[src/shared/ies_pkg.sv]
// constants, register map and carrier types of the enable, status and level block
// ==========================================================================
// How it works
// enable resets off; off holds FIFOs erased
// disable while busy winds down gracefully
// disable flushes transmit and receive FIFOs
// interrupt flags held until state machine idle
// transmit finishes current transfer, drops rest
// receive ends after byte, withholds acknowledge
// enable change takes effect two cycles later
// status bit 6 shows slave busy
// status bit 5 shows master busy
// status bit 4 shows receive FIFO full
// status bit 3 shows receive FIFO nonempty
// status bit 2 shows transmit FIFO empty
// status bit 1 shows transmit FIFO not full
// transmit level field bits 5 to 0
// receive level field bits 5 to 0
// status bit 0 shows any activity
// sixteen bit data hold time, reset one
package ies_pkg;
	// ==========================================================================
	// bus and data widths
	localparam int ADDR_W = 32;
	localparam int DATA_W = 16;
	localparam int BYTE_W = 8;
	localparam int FIFO_DEPTH = 16;
	localparam int LVL_W = 6;

	// ==========================================================================
	// register byte addresses
	localparam logic [ADDR_W-1:0] ADDR_ON_OFF = 32'h5000136C;
	localparam logic [ADDR_W-1:0] ADDR_STATE_FLAGS = 32'h50001370;
	localparam logic [ADDR_W-1:0] ADDR_TX_FILL = 32'h50001374;
	localparam logic [ADDR_W-1:0] ADDR_RX_FILL = 32'h50001378;
	localparam logic [ADDR_W-1:0] ADDR_HOLD_TIME = 32'h5000137C;
	localparam logic [ADDR_W-1:0] ADDR_TX_DATA = 32'h500013A0;
	localparam logic [ADDR_W-1:0] ADDR_RX_DATA = 32'h500013A4;

	// ==========================================================================
	// field positions
	localparam int ON_BIT = 0;
	localparam int ST_TARGET_BUSY = 6;
	localparam int ST_INIT_BUSY = 5;
	localparam int ST_RX_FULL = 4;
	localparam int ST_RX_NONEMPTY = 3;
	localparam int ST_TX_EMPTY = 2;
	localparam int ST_TX_NOT_FULL = 1;
	localparam int ST_ACTIVITY = 0;

	// ==========================================================================
	// reset values
	localparam logic ON_RST = 1'b0;
	localparam logic [DATA_W-1:0] HOLD_RST = 16'h0001;
	localparam logic [DATA_W-1:0] READ_ZERO = 16'h0000;
	localparam int ON_LATENCY = 2;

	// ==========================================================================
	// carrier types
	typedef struct packed {
		logic [ADDR_W-1:0] addr;
		logic [DATA_W-1:0] wrData;
		logic wr;
		logic rd;
	} ies_bus_req_t;

	typedef struct packed {
		logic initiatorBusy;
		logic targetBusy;
		logic receiving;
	} ies_eng_stat_t;

	typedef struct packed {
		logic ctrlOn;
		logic stopReq;
		logic withholdAck;
		logic intrHold;
		logic intrRelease;
		logic [DATA_W-1:0] dataHold;
	} ies_eng_ctrl_t;

	typedef enum logic [1:0] {
		SD_OFF = 2'b00,
		SD_RUN = 2'b01,
		SD_STOP = 2'b11,
		SD_DONE = 2'b10
	} ies_sd_state_t;
endpackage : ies_pkg

[src/logic/ies_top.sv]
// enable control, status, fill levels and data hold of the bus controller
//
// The plain strobed port was decided locally.
`timescale 1ns/1ps

// ==========================================================================
// first-in first-out buffer with flush
module ies_fifo #(
	parameter int WIDTH = 8,
	parameter int DEPTH = 16,
	parameter int LVLW = 6
) (
	// clock and reset
	input wire logic mclk,
	input wire logic rst_n,
	// erase all entries
	input wire logic flush,
	// filling side
	input wire logic inValid,
	input wire logic [WIDTH-1:0] inData,
	output logic inReady,
	// draining side
	output logic outValid,
	output logic [WIDTH-1:0] outData,
	input wire logic outReady,
	// fill level
	output logic [LVLW-1:0] level
);
	localparam int AW = $clog2(DEPTH);
	localparam logic [LVLW-1:0] FULL_CNT = LVLW'(DEPTH);
	localparam logic [LVLW-1:0] ZERO_CNT = '0;
	localparam logic [LVLW-1:0] ONE_CNT = LVLW'(1);

	if (DEPTH < 2 || DEPTH != (1 << AW) || DEPTH >= (1 << LVLW)) begin : gBadDepth
		$error("ies_fifo: depth must be a power of two that fits the level");
	end

	logic [WIDTH-1:0] mem [DEPTH];
	logic [AW-1:0] wrPtr_ff;
	logic [AW-1:0] rdPtr_ff;
	logic [LVLW-1:0] count_ff;
	logic [LVLW-1:0] nxt_count;
	logic notFull_ff;
	logic notEmpty_ff;
	logic push;
	logic pop;

	assign push = inValid && notFull_ff && !flush;
	assign pop = notEmpty_ff && outReady && !flush;

	always_comb begin
		nxt_count = count_ff;
		if (flush) begin
			nxt_count = ZERO_CNT;
		end else if (push && !pop) begin
			nxt_count = count_ff + ONE_CNT;
		end else if (pop && !push) begin
			nxt_count = count_ff - ONE_CNT;
		end
	end

	always_ff @(posedge mclk) begin
		if (!rst_n) begin
			count_ff <= ZERO_CNT;
			notFull_ff <= 1'b1;
			notEmpty_ff <= 1'b0;
		end else begin
			count_ff <= nxt_count;
			notFull_ff <= (nxt_count != FULL_CNT);
			notEmpty_ff <= (nxt_count != ZERO_CNT);
		end
	end

	always_ff @(posedge mclk) begin
		if (!rst_n || flush) begin
			wrPtr_ff <= '0;
			rdPtr_ff <= '0;
		end else begin
			if (push) begin
				wrPtr_ff <= wrPtr_ff + AW'(1);
			end
			if (pop) begin
				rdPtr_ff <= rdPtr_ff + AW'(1);
			end
		end
	end

	always_ff @(posedge mclk) begin
		if (push) begin
			mem[wrPtr_ff] <= inData;
		end
	end

	assign inReady = notFull_ff;
	assign outValid = notEmpty_ff;
	assign outData = mem[rdPtr_ff];
	assign level = count_ff;
endmodule : ies_fifo

// ==========================================================================
// top: registers, enable pipeline, shutdown sequencing, queues
module ies_top #(
	parameter int DEPTH = ies_pkg::FIFO_DEPTH,
	parameter int WIDTH = ies_pkg::BYTE_W
) (
	// clock and reset
	input wire logic mclk,
	input wire logic rst_n,
	// register port
	input wire ies_pkg::ies_bus_req_t busReq,
	output logic [ies_pkg::DATA_W-1:0] rdData,
	// engine state
	input wire ies_pkg::ies_eng_stat_t engStat,
	// engine control
	output ies_pkg::ies_eng_ctrl_t engCtrl,
	// transmit stream to engine
	output logic txOutValid,
	output logic [WIDTH-1:0] txOutData,
	input wire logic txOutReady,
	// receive stream from engine
	input wire logic rxInValid,
	input wire logic [WIDTH-1:0] rxInData,
	output logic rxInReady
);
	import ies_pkg::*;

	if (WIDTH < 1 || WIDTH > DATA_W) begin : gBadWidth
		$error("ies_top: data width must fit the register port");
	end

	if (ON_LATENCY < 2) begin : gBadLatency
		$error("ies_top: enable latency must be at least two cycles");
	end

	if (DEPTH >= (1 << LVL_W)) begin : gBadLevel
		$error("ies_top: queue depth must fit the level fields");
	end

	if (LVL_W > DATA_W) begin : gBadLevelWidth
		$error("ies_top: level fields must fit the register port");
	end

	// ==========================================================================
	// declarations
	logic onReg_ff;
	logic [ON_LATENCY-2:0] onPipe_ff;
	logic ctrlOn_ff;
	logic [DATA_W-1:0] holdTime_ff;
	logic [DATA_W-1:0] rdData_ff;
	ies_sd_state_t sdState_ff;
	ies_sd_state_t nxt_sdState;
	logic stopReq_ff;
	logic withholdAck_ff;
	logic intrHold_ff;
	logic intrRelease_ff;
	logic flushQueues;
	logic engBusy;
	logic txPush;
	logic rxPop;
	logic txInReady;
	logic rxOutValid;
	logic [WIDTH-1:0] rxOutData;
	logic [LVL_W-1:0] txLevel;
	logic [LVL_W-1:0] rxLevel;
	logic txNotEmpty;
	logic [DATA_W-1:0] statusWord;

	assign engBusy = engStat.initiatorBusy || engStat.targetBusy;
	assign flushQueues = !ctrlOn_ff;
	// writes while off or full are dropped
	assign txPush = busReq.wr && (busReq.addr == ADDR_TX_DATA) && ctrlOn_ff;
	// reading the receive data register pops the head
	assign rxPop = busReq.rd && (busReq.addr == ADDR_RX_DATA);

	// ==========================================================================
	// software settings
	always_ff @(posedge mclk) begin
		if (!rst_n) begin
			onReg_ff <= ON_RST;
		end else if (busReq.wr && busReq.addr == ADDR_ON_OFF) begin
			onReg_ff <= busReq.wrData[ON_BIT];
		end
	end

	always_ff @(posedge mclk) begin
		if (!rst_n) begin
			holdTime_ff <= HOLD_RST;
		end else if (busReq.wr && busReq.addr == ADDR_HOLD_TIME) begin
			holdTime_ff <= busReq.wrData;
		end
	end

	// ==========================================================================
	// enable pipeline
	// the enable flop itself is the last stage
	always_ff @(posedge mclk) begin
		if (!rst_n) begin
			onPipe_ff <= '0;
			ctrlOn_ff <= ON_RST;
		end else begin
			onPipe_ff <= (ON_LATENCY-1)'({onPipe_ff, onReg_ff});
			ctrlOn_ff <= onPipe_ff[ON_LATENCY-2];
		end
	end

	// ==========================================================================
	// shutdown sequencing
	always_comb begin
		nxt_sdState = sdState_ff;
		case (sdState_ff)
			SD_OFF: begin
				if (ctrlOn_ff) begin
					nxt_sdState = SD_RUN;
				end
			end
			SD_RUN: begin
				if (!ctrlOn_ff) begin
					nxt_sdState = engBusy ? SD_STOP : SD_DONE;
				end
			end
			SD_STOP: begin
				if (!engBusy) begin
					nxt_sdState = SD_DONE;
				end
			end
			SD_DONE: begin
				nxt_sdState = SD_OFF;
			end
			default: begin
				nxt_sdState = SD_OFF;
			end
		endcase
	end

	always_ff @(posedge mclk) begin
		if (!rst_n) begin
			sdState_ff <= SD_OFF;
		end else begin
			sdState_ff <= nxt_sdState;
		end
	end

	// finish current transfer, then stop
	always_ff @(posedge mclk) begin
		if (!rst_n) begin
			stopReq_ff <= 1'b0;
		end else begin
			stopReq_ff <= (nxt_sdState == SD_STOP);
		end
	end

	// no acknowledge for a byte still arriving
	always_ff @(posedge mclk) begin
		if (!rst_n) begin
			withholdAck_ff <= 1'b0;
		end else begin
			withholdAck_ff <= (nxt_sdState == SD_STOP) && engStat.receiving;
		end
	end

	// interrupt flags kept until both engines idle
	always_ff @(posedge mclk) begin
		if (!rst_n) begin
			intrHold_ff <= 1'b0;
		end else begin
			intrHold_ff <= (nxt_sdState == SD_STOP);
		end
	end

	// one-cycle release once wind-down is over
	always_ff @(posedge mclk) begin
		if (!rst_n) begin
			intrRelease_ff <= 1'b0;
		end else begin
			intrRelease_ff <= (nxt_sdState == SD_DONE);
		end
	end

	// ==========================================================================
	// queues
	ies_fifo #(
		.WIDTH(WIDTH),
		.DEPTH(DEPTH),
		.LVLW(LVL_W)
	) uTxQueue (
		.mclk(mclk),
		.rst_n(rst_n),
		.flush(flushQueues),
		.inValid(txPush),
		.inData(busReq.wrData[WIDTH-1:0]),
		.inReady(txInReady),
		.outValid(txNotEmpty),
		.outData(txOutData),
		.outReady(txOutReady),
		.level(txLevel)
	);

	ies_fifo #(
		.WIDTH(WIDTH),
		.DEPTH(DEPTH),
		.LVLW(LVL_W)
	) uRxQueue (
		.mclk(mclk),
		.rst_n(rst_n),
		.flush(flushQueues),
		.inValid(rxInValid && ctrlOn_ff),
		.inData(rxInData),
		.inReady(rxInReady),
		.outValid(rxOutValid),
		.outData(rxOutData),
		.outReady(rxPop),
		.level(rxLevel)
	);

	assign txOutValid = txNotEmpty;

	// ==========================================================================
	// status word
	always_comb begin
		statusWord = READ_ZERO;
		statusWord[ST_TARGET_BUSY] = engStat.targetBusy;
		statusWord[ST_INIT_BUSY] = engStat.initiatorBusy;
		statusWord[ST_RX_FULL] = !rxInReady;
		statusWord[ST_RX_NONEMPTY] = rxOutValid;
		statusWord[ST_TX_EMPTY] = !txNotEmpty;
		statusWord[ST_TX_NOT_FULL] = txInReady;
		statusWord[ST_ACTIVITY] = engBusy;
	end

	// ==========================================================================
	// read port
	// reserved bits and unmapped addresses read zero
	always_ff @(posedge mclk) begin
		if (!rst_n) begin
			rdData_ff <= READ_ZERO;
		end else if (busReq.rd) begin
			case (busReq.addr)
				ADDR_ON_OFF: begin
					rdData_ff <= {{(DATA_W-1){1'b0}}, onReg_ff};
				end
				ADDR_STATE_FLAGS: begin
					rdData_ff <= statusWord;
				end
				ADDR_TX_FILL: begin
					rdData_ff <= {{(DATA_W-LVL_W){1'b0}}, txLevel};
				end
				ADDR_RX_FILL: begin
					rdData_ff <= {{(DATA_W-LVL_W){1'b0}}, rxLevel};
				end
				ADDR_HOLD_TIME: begin
					rdData_ff <= holdTime_ff;
				end
				ADDR_RX_DATA: begin
					rdData_ff <= rxOutValid ? DATA_W'(rxOutData) : READ_ZERO;
				end
				default: begin
					rdData_ff <= READ_ZERO;
				end
			endcase
		end else begin
			rdData_ff <= READ_ZERO;
		end
	end

	assign rdData = rdData_ff;
	assign engCtrl = '{
		ctrlOn: ctrlOn_ff,
		stopReq: stopReq_ff,
		withholdAck: withholdAck_ff,
		intrHold: intrHold_ff,
		intrRelease: intrRelease_ff,
		dataHold: holdTime_ff
	};
endmodule : ies_top

[config.mk]
export PLATFORM = sky130hd
export DESIGN_NAME = ies_top
export DESIGN_NICKNAME = d
export VERILOG_FILES = /design/src/shared/ies_pkg.sv /design/src/logic/ies_top.sv
export SDC_FILE = /design/constraint.sdc
export NUM_CORES = 1
export LEC_CHECK = 0
export ABC_AREA = 1
export CAP_MARGIN = 20
export CORE_UTILIZATION = 58
export DETAILED_ROUTE_END_ITERATION = 8
export DONT_BUFFER_PORTS = 1
export PLACE_DENSITY = 0.74
export SYNTH_ARGS = -nofsm -noshare
export SYNTH_HDL_FRONTEND = slang
export SYNTH_HIERARCHICAL = 1
export SYNTH_SLANG_ARGS = --single-unit
[constraint.sdc]
create_clock -name mclk -period 3.2 [get_ports mclk]
set_clock_uncertainty 0.05 [all_clocks]
set_input_delay 0.48 -clock mclk [delete_from_list [all_inputs] [get_ports mclk]]
set_output_delay 0.48 -clock mclk [all_outputs]
set_load 0.01 [all_outputs]
Word-level counts from Yosys, hierarchy flattened
Memories as Yosys holds them, arrays and structs flattened. A register that Yosys moved wholly into a read port is not among the register bits.
Cells that the tools add are included.
{ "totals": {"ff_bits": 72, "ramBits": 256, "mem_count": 2, "word_cells": 97, "in_bits": 65, "output_inout_bits": 47} }
{ "mem_list": {"columns": ["name", "words", "width", "read_ports", "rd_clocked_by_memory_dff", "wr", "line", "source"], "rows": [
  ["uRxQueue.mem", 16, 8, 1, 1, 1, "ies_top.sv:38", "logic [WIDTH-1:0] mem [DEPTH];"],
  ["uTxQueue.mem", 16, 8, 1, 1, 1, "ies_top.sv:38", null]
]} }
{ "classes": {"addsub": 8, "n_reduce_logical": 33, "n_eq_ne": 14, "n_mux": 21} }
{ "ops": {"columns": ["op", "n"], "rows": [
  ["equality test 32 x 31 -> 1 bit, second input constant", 7],
  ["case mux 16 bit (6 select lines)", 1],
  ["two-way mux 6 bit", 6],
  ["logical AND 1 bit", 19],
  ["adder 4 x 1 -> 4 bit, second input constant", 4],
  ["two-way mux 4 bit", 4],
  ["adder 6 x 1 -> 6 bit, second input constant", 2],
  ["inequality test 6 x 5 -> 1 bit, second input constant", 2],
  ["nonzero test 6 bit", 2],
  ["subtractor 6 x 1 -> 6 bit, second input constant", 2],
  ["equality test 2 bit, second input constant", 4],
  ["zero test 1 bit", 8],
  ["two-way mux 8 bit", 1],
  ["case mux 2 bit (4 select lines)", 1],
  ["two-way mux 2 bit", 3],
  ["two-way mux 1 bit", 5],
  ["equality test 2 x 1 -> 1 bit, second input constant", 1],
  ["zero test 2 bit", 1],
  ["logical OR 1 bit", 2],
  ["AND reduction 2 bit", 1]
]} }

Depth between registers and ports, before layout
{ "depth": {"ltp_word": 11, "mapped_depth": 18, "mapped_depth_nobuf": 18} }

Hierarchy
Netlist, hierarchy kept.
{ "modules_own_cells": {"columns": ["mod", "cells_per_inst", "seq_area_each_um2", "area_each_um2", "n_inst"], "rows": [
  ["ies_fifo at uRxQueue", 517, 4244.1, 6256.0, 1],
  ["ies_fifo at uTxQueue", 506, 4244.1, 6246.0, 1],
  ["ies_top", 324, 800.8, 2113.3, 1]
]} }

Worst setup path after synthesis
No wires, ideal clock.
{ "synth_timing": {"path_type": "input to register", "start": "in busReq[41] in the netlist's numbering", "end": "mem uTxQueue.mem[0][0], enable pin", "arrival_ns": 2.038, "required_time_ns": 2.780, "setup_slack_ns": 0.742, "setup_ns": 0.370, "cell_stages": 9, "n_path_buf": 0, "cell_sequence": "nor2_1 -> nand2_1 -> nor2_1 -> nand2_1 -> nor3_1 -> nand2_1 -> nor2_4 -> nand2_1 -> nor2_1"} }
{ "synth_via": {"elab_chain_cells": 7} }
{ "synth_lines": {"columns": ["element", "line", "source"], "rows": [
  ["from (decl)", "ies_top.sv:110", "input wire ies_pkg::ies_bus_req_t busReq,"],
  ["equality test 32 x 31 -> 1 bit", "ies_top.sv:171", "assign txPush = busReq.wr && (busReq.addr == ADDR_TX_DATA) && ctrlOn_ff;"],
  ["logical AND 1 bit (2 in a row)", "ies_top.sv:171", null],
  ["net txPush", "ies_top.sv:158", "logic txPush;"],
  ["logical AND 1 bit (2 in a row)", "ies_top.sv:48", "assign push = inValid && notFull_ff && !flush;"],
  ["two-way mux 1 bit", "ies_top.sv:89", "if (push) begin"],
  ["two-way mux 1 bit (not written as such)", "ies_top.sv:90", "mem[wrPtr_ff] <= inData;"],
  ["to (decl)", "ies_top.sv:38", null]
]} }
The timed path passes the listed nets, and every way through them passes these cells.

==> results.sh <==
export IMPL_outcome="completed"
export IMPL_clk_pin_slew_ns=0.06
export IMPL_grt_usage_pct=26.3
export IMPL_gp_congestion=0.918
export IMPL_cp_cell_sequence="a21oi_1, o21ai_0, o21ai_0, o211ai_1, nand2_1"
export IMPL_leakage_nw=5.83
export IMPL_layout_drive_gt1_share_pct=9.99
export IMPL_io_pins=112
export IMPL_numCtsBuffers=35
export IMPL_avgSynthCellArea_um2=10.9
export IMPL_ant_nets=0
export IMPL_finalSetupViolCount=0
export IMPL_worst_pin_slew_ns=0.841
export IMPL_crit_path_max_fanout=73
export IMPL_cts_setup_buffers=0
export IMPL_grt_max_degree=74
export IMPL_die_y_um=161
export IMPL_cts_hold_buf=24
export IMPL_final_max_slew_viol_count=0
export IMPL_critPathRequiredTime_ns=2.67
export IMPL_netlist_cell_type_count=39
export IMPL_die_area_um2=25800
export IMPL_synth_edf_count=256
export IMPL_critical_path_class="register to output port"
export IMPL_synth_area_leaders="edfxtp_1 (53%), dfxtp_1 (11%), nand2_1 (4.6%)"
export IMPL_fin_crit_ns=3.02
export IMPL_crit_top_cell="o21ai_0"
export IMPL_initial_core_util_pct=59.6
export IMPL_clk_path_buf_depth=3
export IMPL_ys_seq_area_share_pct=63.6
export IMPL_postSynthCellCount=1347
export IMPL_vias=10173
export IMPL_drtIter0Drc=1127
export IMPL_synthesis_area_um2=14600
export IMPL_period_share_pct=94.2
export IMPL_grt_pass1_wl_mm=51.9
export IMPL_syn_to_final_growth_pct=13.0
export IMPL_fmax_mhz=332
export IMPL_antenna_found_initial=0
export IMPL_synth_top_area_share_pct=52.6
export IMPL_cts_max_level=2
export IMPL_port_buffers=0
export IMPL_hold_viol=0
export IMPL_cap_violations=0
export IMPL_antenna_cells=0
export IMPL_layout_nets=1484
export IMPL_tritoncts="built"
export IMPL_synth_flop_cell="edfxtp_1"
export IMPL_yosysTopAreaCell="edfxtp_1"
export IMPL_drt_wl_total_mm=34.9
export IMPL_power_density_nw_per_um2=526
export IMPL_ys_top_cells_by_count="edfxtp_1 (256), nand2_1 (180), inv_1 (157)"
export IMPL_ctsResizeCount=0
export IMPL_fillers=1799
export IMPL_setup_tns_ns=0
export IMPL_via_per_inst=5.80
export IMPL_peakVddDrop_mv=0.467
export IMPL_synth_most_common_cell="edfxtp_1"
export IMPL_die_x_um=161
export IMPL_place_hpwl_mm=21.1
export IMPL_arrival_ns=2.49
export IMPL_syn_nets=1426
export IMPL_overflow=0
export IMPL_grt_pass1_vias=9580
export IMPL_cp_start_kind="register"
export IMPL_dpl_cell_area_um2=15100
export IMPL_cts_sinks=336
export IMPL_route_detailed_drc=0
export IMPL_insertion_delay_ns=0.52
export IMPL_holdCritPathClass="input pin to register"
export IMPL_detail_route_wl_per_cell_um=19.9
export IMPL_cts_root_buffer="clkbuf_16"
export IMPL_yosys_register_bits=336
export IMPL_cp_slowest_cell="dfxtp_4"
export IMPL_ys_async_sr_fraction_pct=0
export IMPL_rows=57
export IMPL_rsz0062_at_grt="false"
export IMPL_drt_first_pass_iters=8
export IMPL_endpoint_kind="output port"
export IMPL_crit_path_max_incr_delay_ns=0.90
export IMPL_slew_headroom_pct=43.9
export IMPL_yosysWarningCount=6
export IMPL_core_um2=24500
export IMPL_postLayoutCellArea_um2=16500
[path summary, 6_finish.rpt]
path / cells past startpoint / slack [ns] / to / startpoint
hold reg to reg: 2 / 0.38 / ctrlOn_ff$_SDFF_PN0_ / onPipe_ff$_SDFF_PN0_
setup / recovery: 5 / 0.18 / txOutData[4] / register
setup reg to reg: 10 / 0.75 / rdData[0]$_SDFF_PN0_ / register
hold / removal: 0 / 0.01 / uRxQueue/mem[1][6]$_DFFE_PP_ / rxInData[6]
[power breakdown]
| group | switching (W) | total [W] | leakage, nW | internal (W) |
|---|---|---|---|---|
| sequential | 0.000000000000116 | 0.00468 | 2.95 | 0.00468 |
| combinational | 0.0000818 | 0.000123 | 2.35 | 0.0000416 |
| clock | 0.00167 | 0.00389 | 0.531 | 0.00222 |
[layer usage]
layer	track usage, %	part of all wire, %
met1	34.2	40
met2	44.9	50
met3	3.95	7.5
met4	9.35	3.2
met5	0	0
[final cells by class]
type | instances | area (um2) | share of cell area, %
Sequential cell | 336 | 9300 | 56.3
Inverter | 165 | 632 | 3.82
Clock inverter | 21 | 194 | 1.17
Tap cell | 324 | 405 | 2.45
Multi-Input combinational cell | 791 | 4410 | 26.7
Timing Repair Buffer | 76 | 671 | 4.06
Clock buffer | 42 | 912 | 5.52
[flip-flops by register name, summed over array words and instances (netlist names), named ones only]
register,count
uRxQueue/mem,128
uTxQueue/mem,128
holdTime_ff,16
rdData,16
uRxQueue/level,6
uTxQueue/level,6
uRxQueue/rdPtr_ff,4
uRxQueue/wrPtr_ff,4
uTxQueue/rdPtr_ff,4
uTxQueue/wrPtr_ff,4
sdState_ff,2
ctrlOn_ff,1
intrHold_ff,1
intrRelease_ff,1
onPipe_ff,1
onReg_ff,1
uRxQueue/inReady,1
uRxQueue/outValid,1
uTxQueue/inReady,1
uTxQueue/outValid,1
withholdAck_ff,1
[metrics by stage]
| step | hold WS [ns] | power [W] | instances | setup slack, ns | utilization, % |
|---|---|---|---|---|---|
| CTS | 0.000209 | 0.00871 | 1744 | 0.235 | 66.9 |
| detailed placement | 0.365 | 0.00481 | 1657 | 0.597 | 61.4 |
| global route | 0.000609 | 0.00890 | 1755 | 0.0551 | 67.3 |
| global placement | 0.352 | 0.00481 | 1657 | 0.680 | 61.4 |
| finish | 0.0123 | 0.00870 | 1755 | 0.184 | 67.3 |
| floorplan | 0.340 | 0.00481 | 1347 | 0.742 | - |
[cells by family after synthesis]
family	Yosys count	synth area share, %
AO/OA/AOI/OAI	284	10.9
XOR/XNOR	4	0.240
adder cells (fa/ha/maj)	14	1.20
buffers and inverters	220	6.28
flip-flops	336	63.6
multiplexers	64	4.38
AND/OR/NAND/NOR	425	13.4
[cells in the final DEF, fill, tap and decap left out, types with 11 or more instances in the layout]
cell,instances
nand2_1,180
dfxtp_1,78
o211ai_1,64
o21ai_0,105
edfxtp_1,256
nor3_1,11
nor2_1,113
nand4_1,17
dlygate4sd3_1,35
clkbuf_16,35
ha_1,14
mux2i_1,64
nand3_1,63
a21oi_1,106
buf_4,40
inv_1,157
[critical path, delay by kind of cell (launching register included)]
family / cells / cell delay (ns)
AO/OA/AOI/OAI: 4 / 0.88
flip-flops: 1 / 0.90
AND/OR/NAND/NOR: 1 / 0.17
Note: power is estimated with default switching activity, not from simulation.
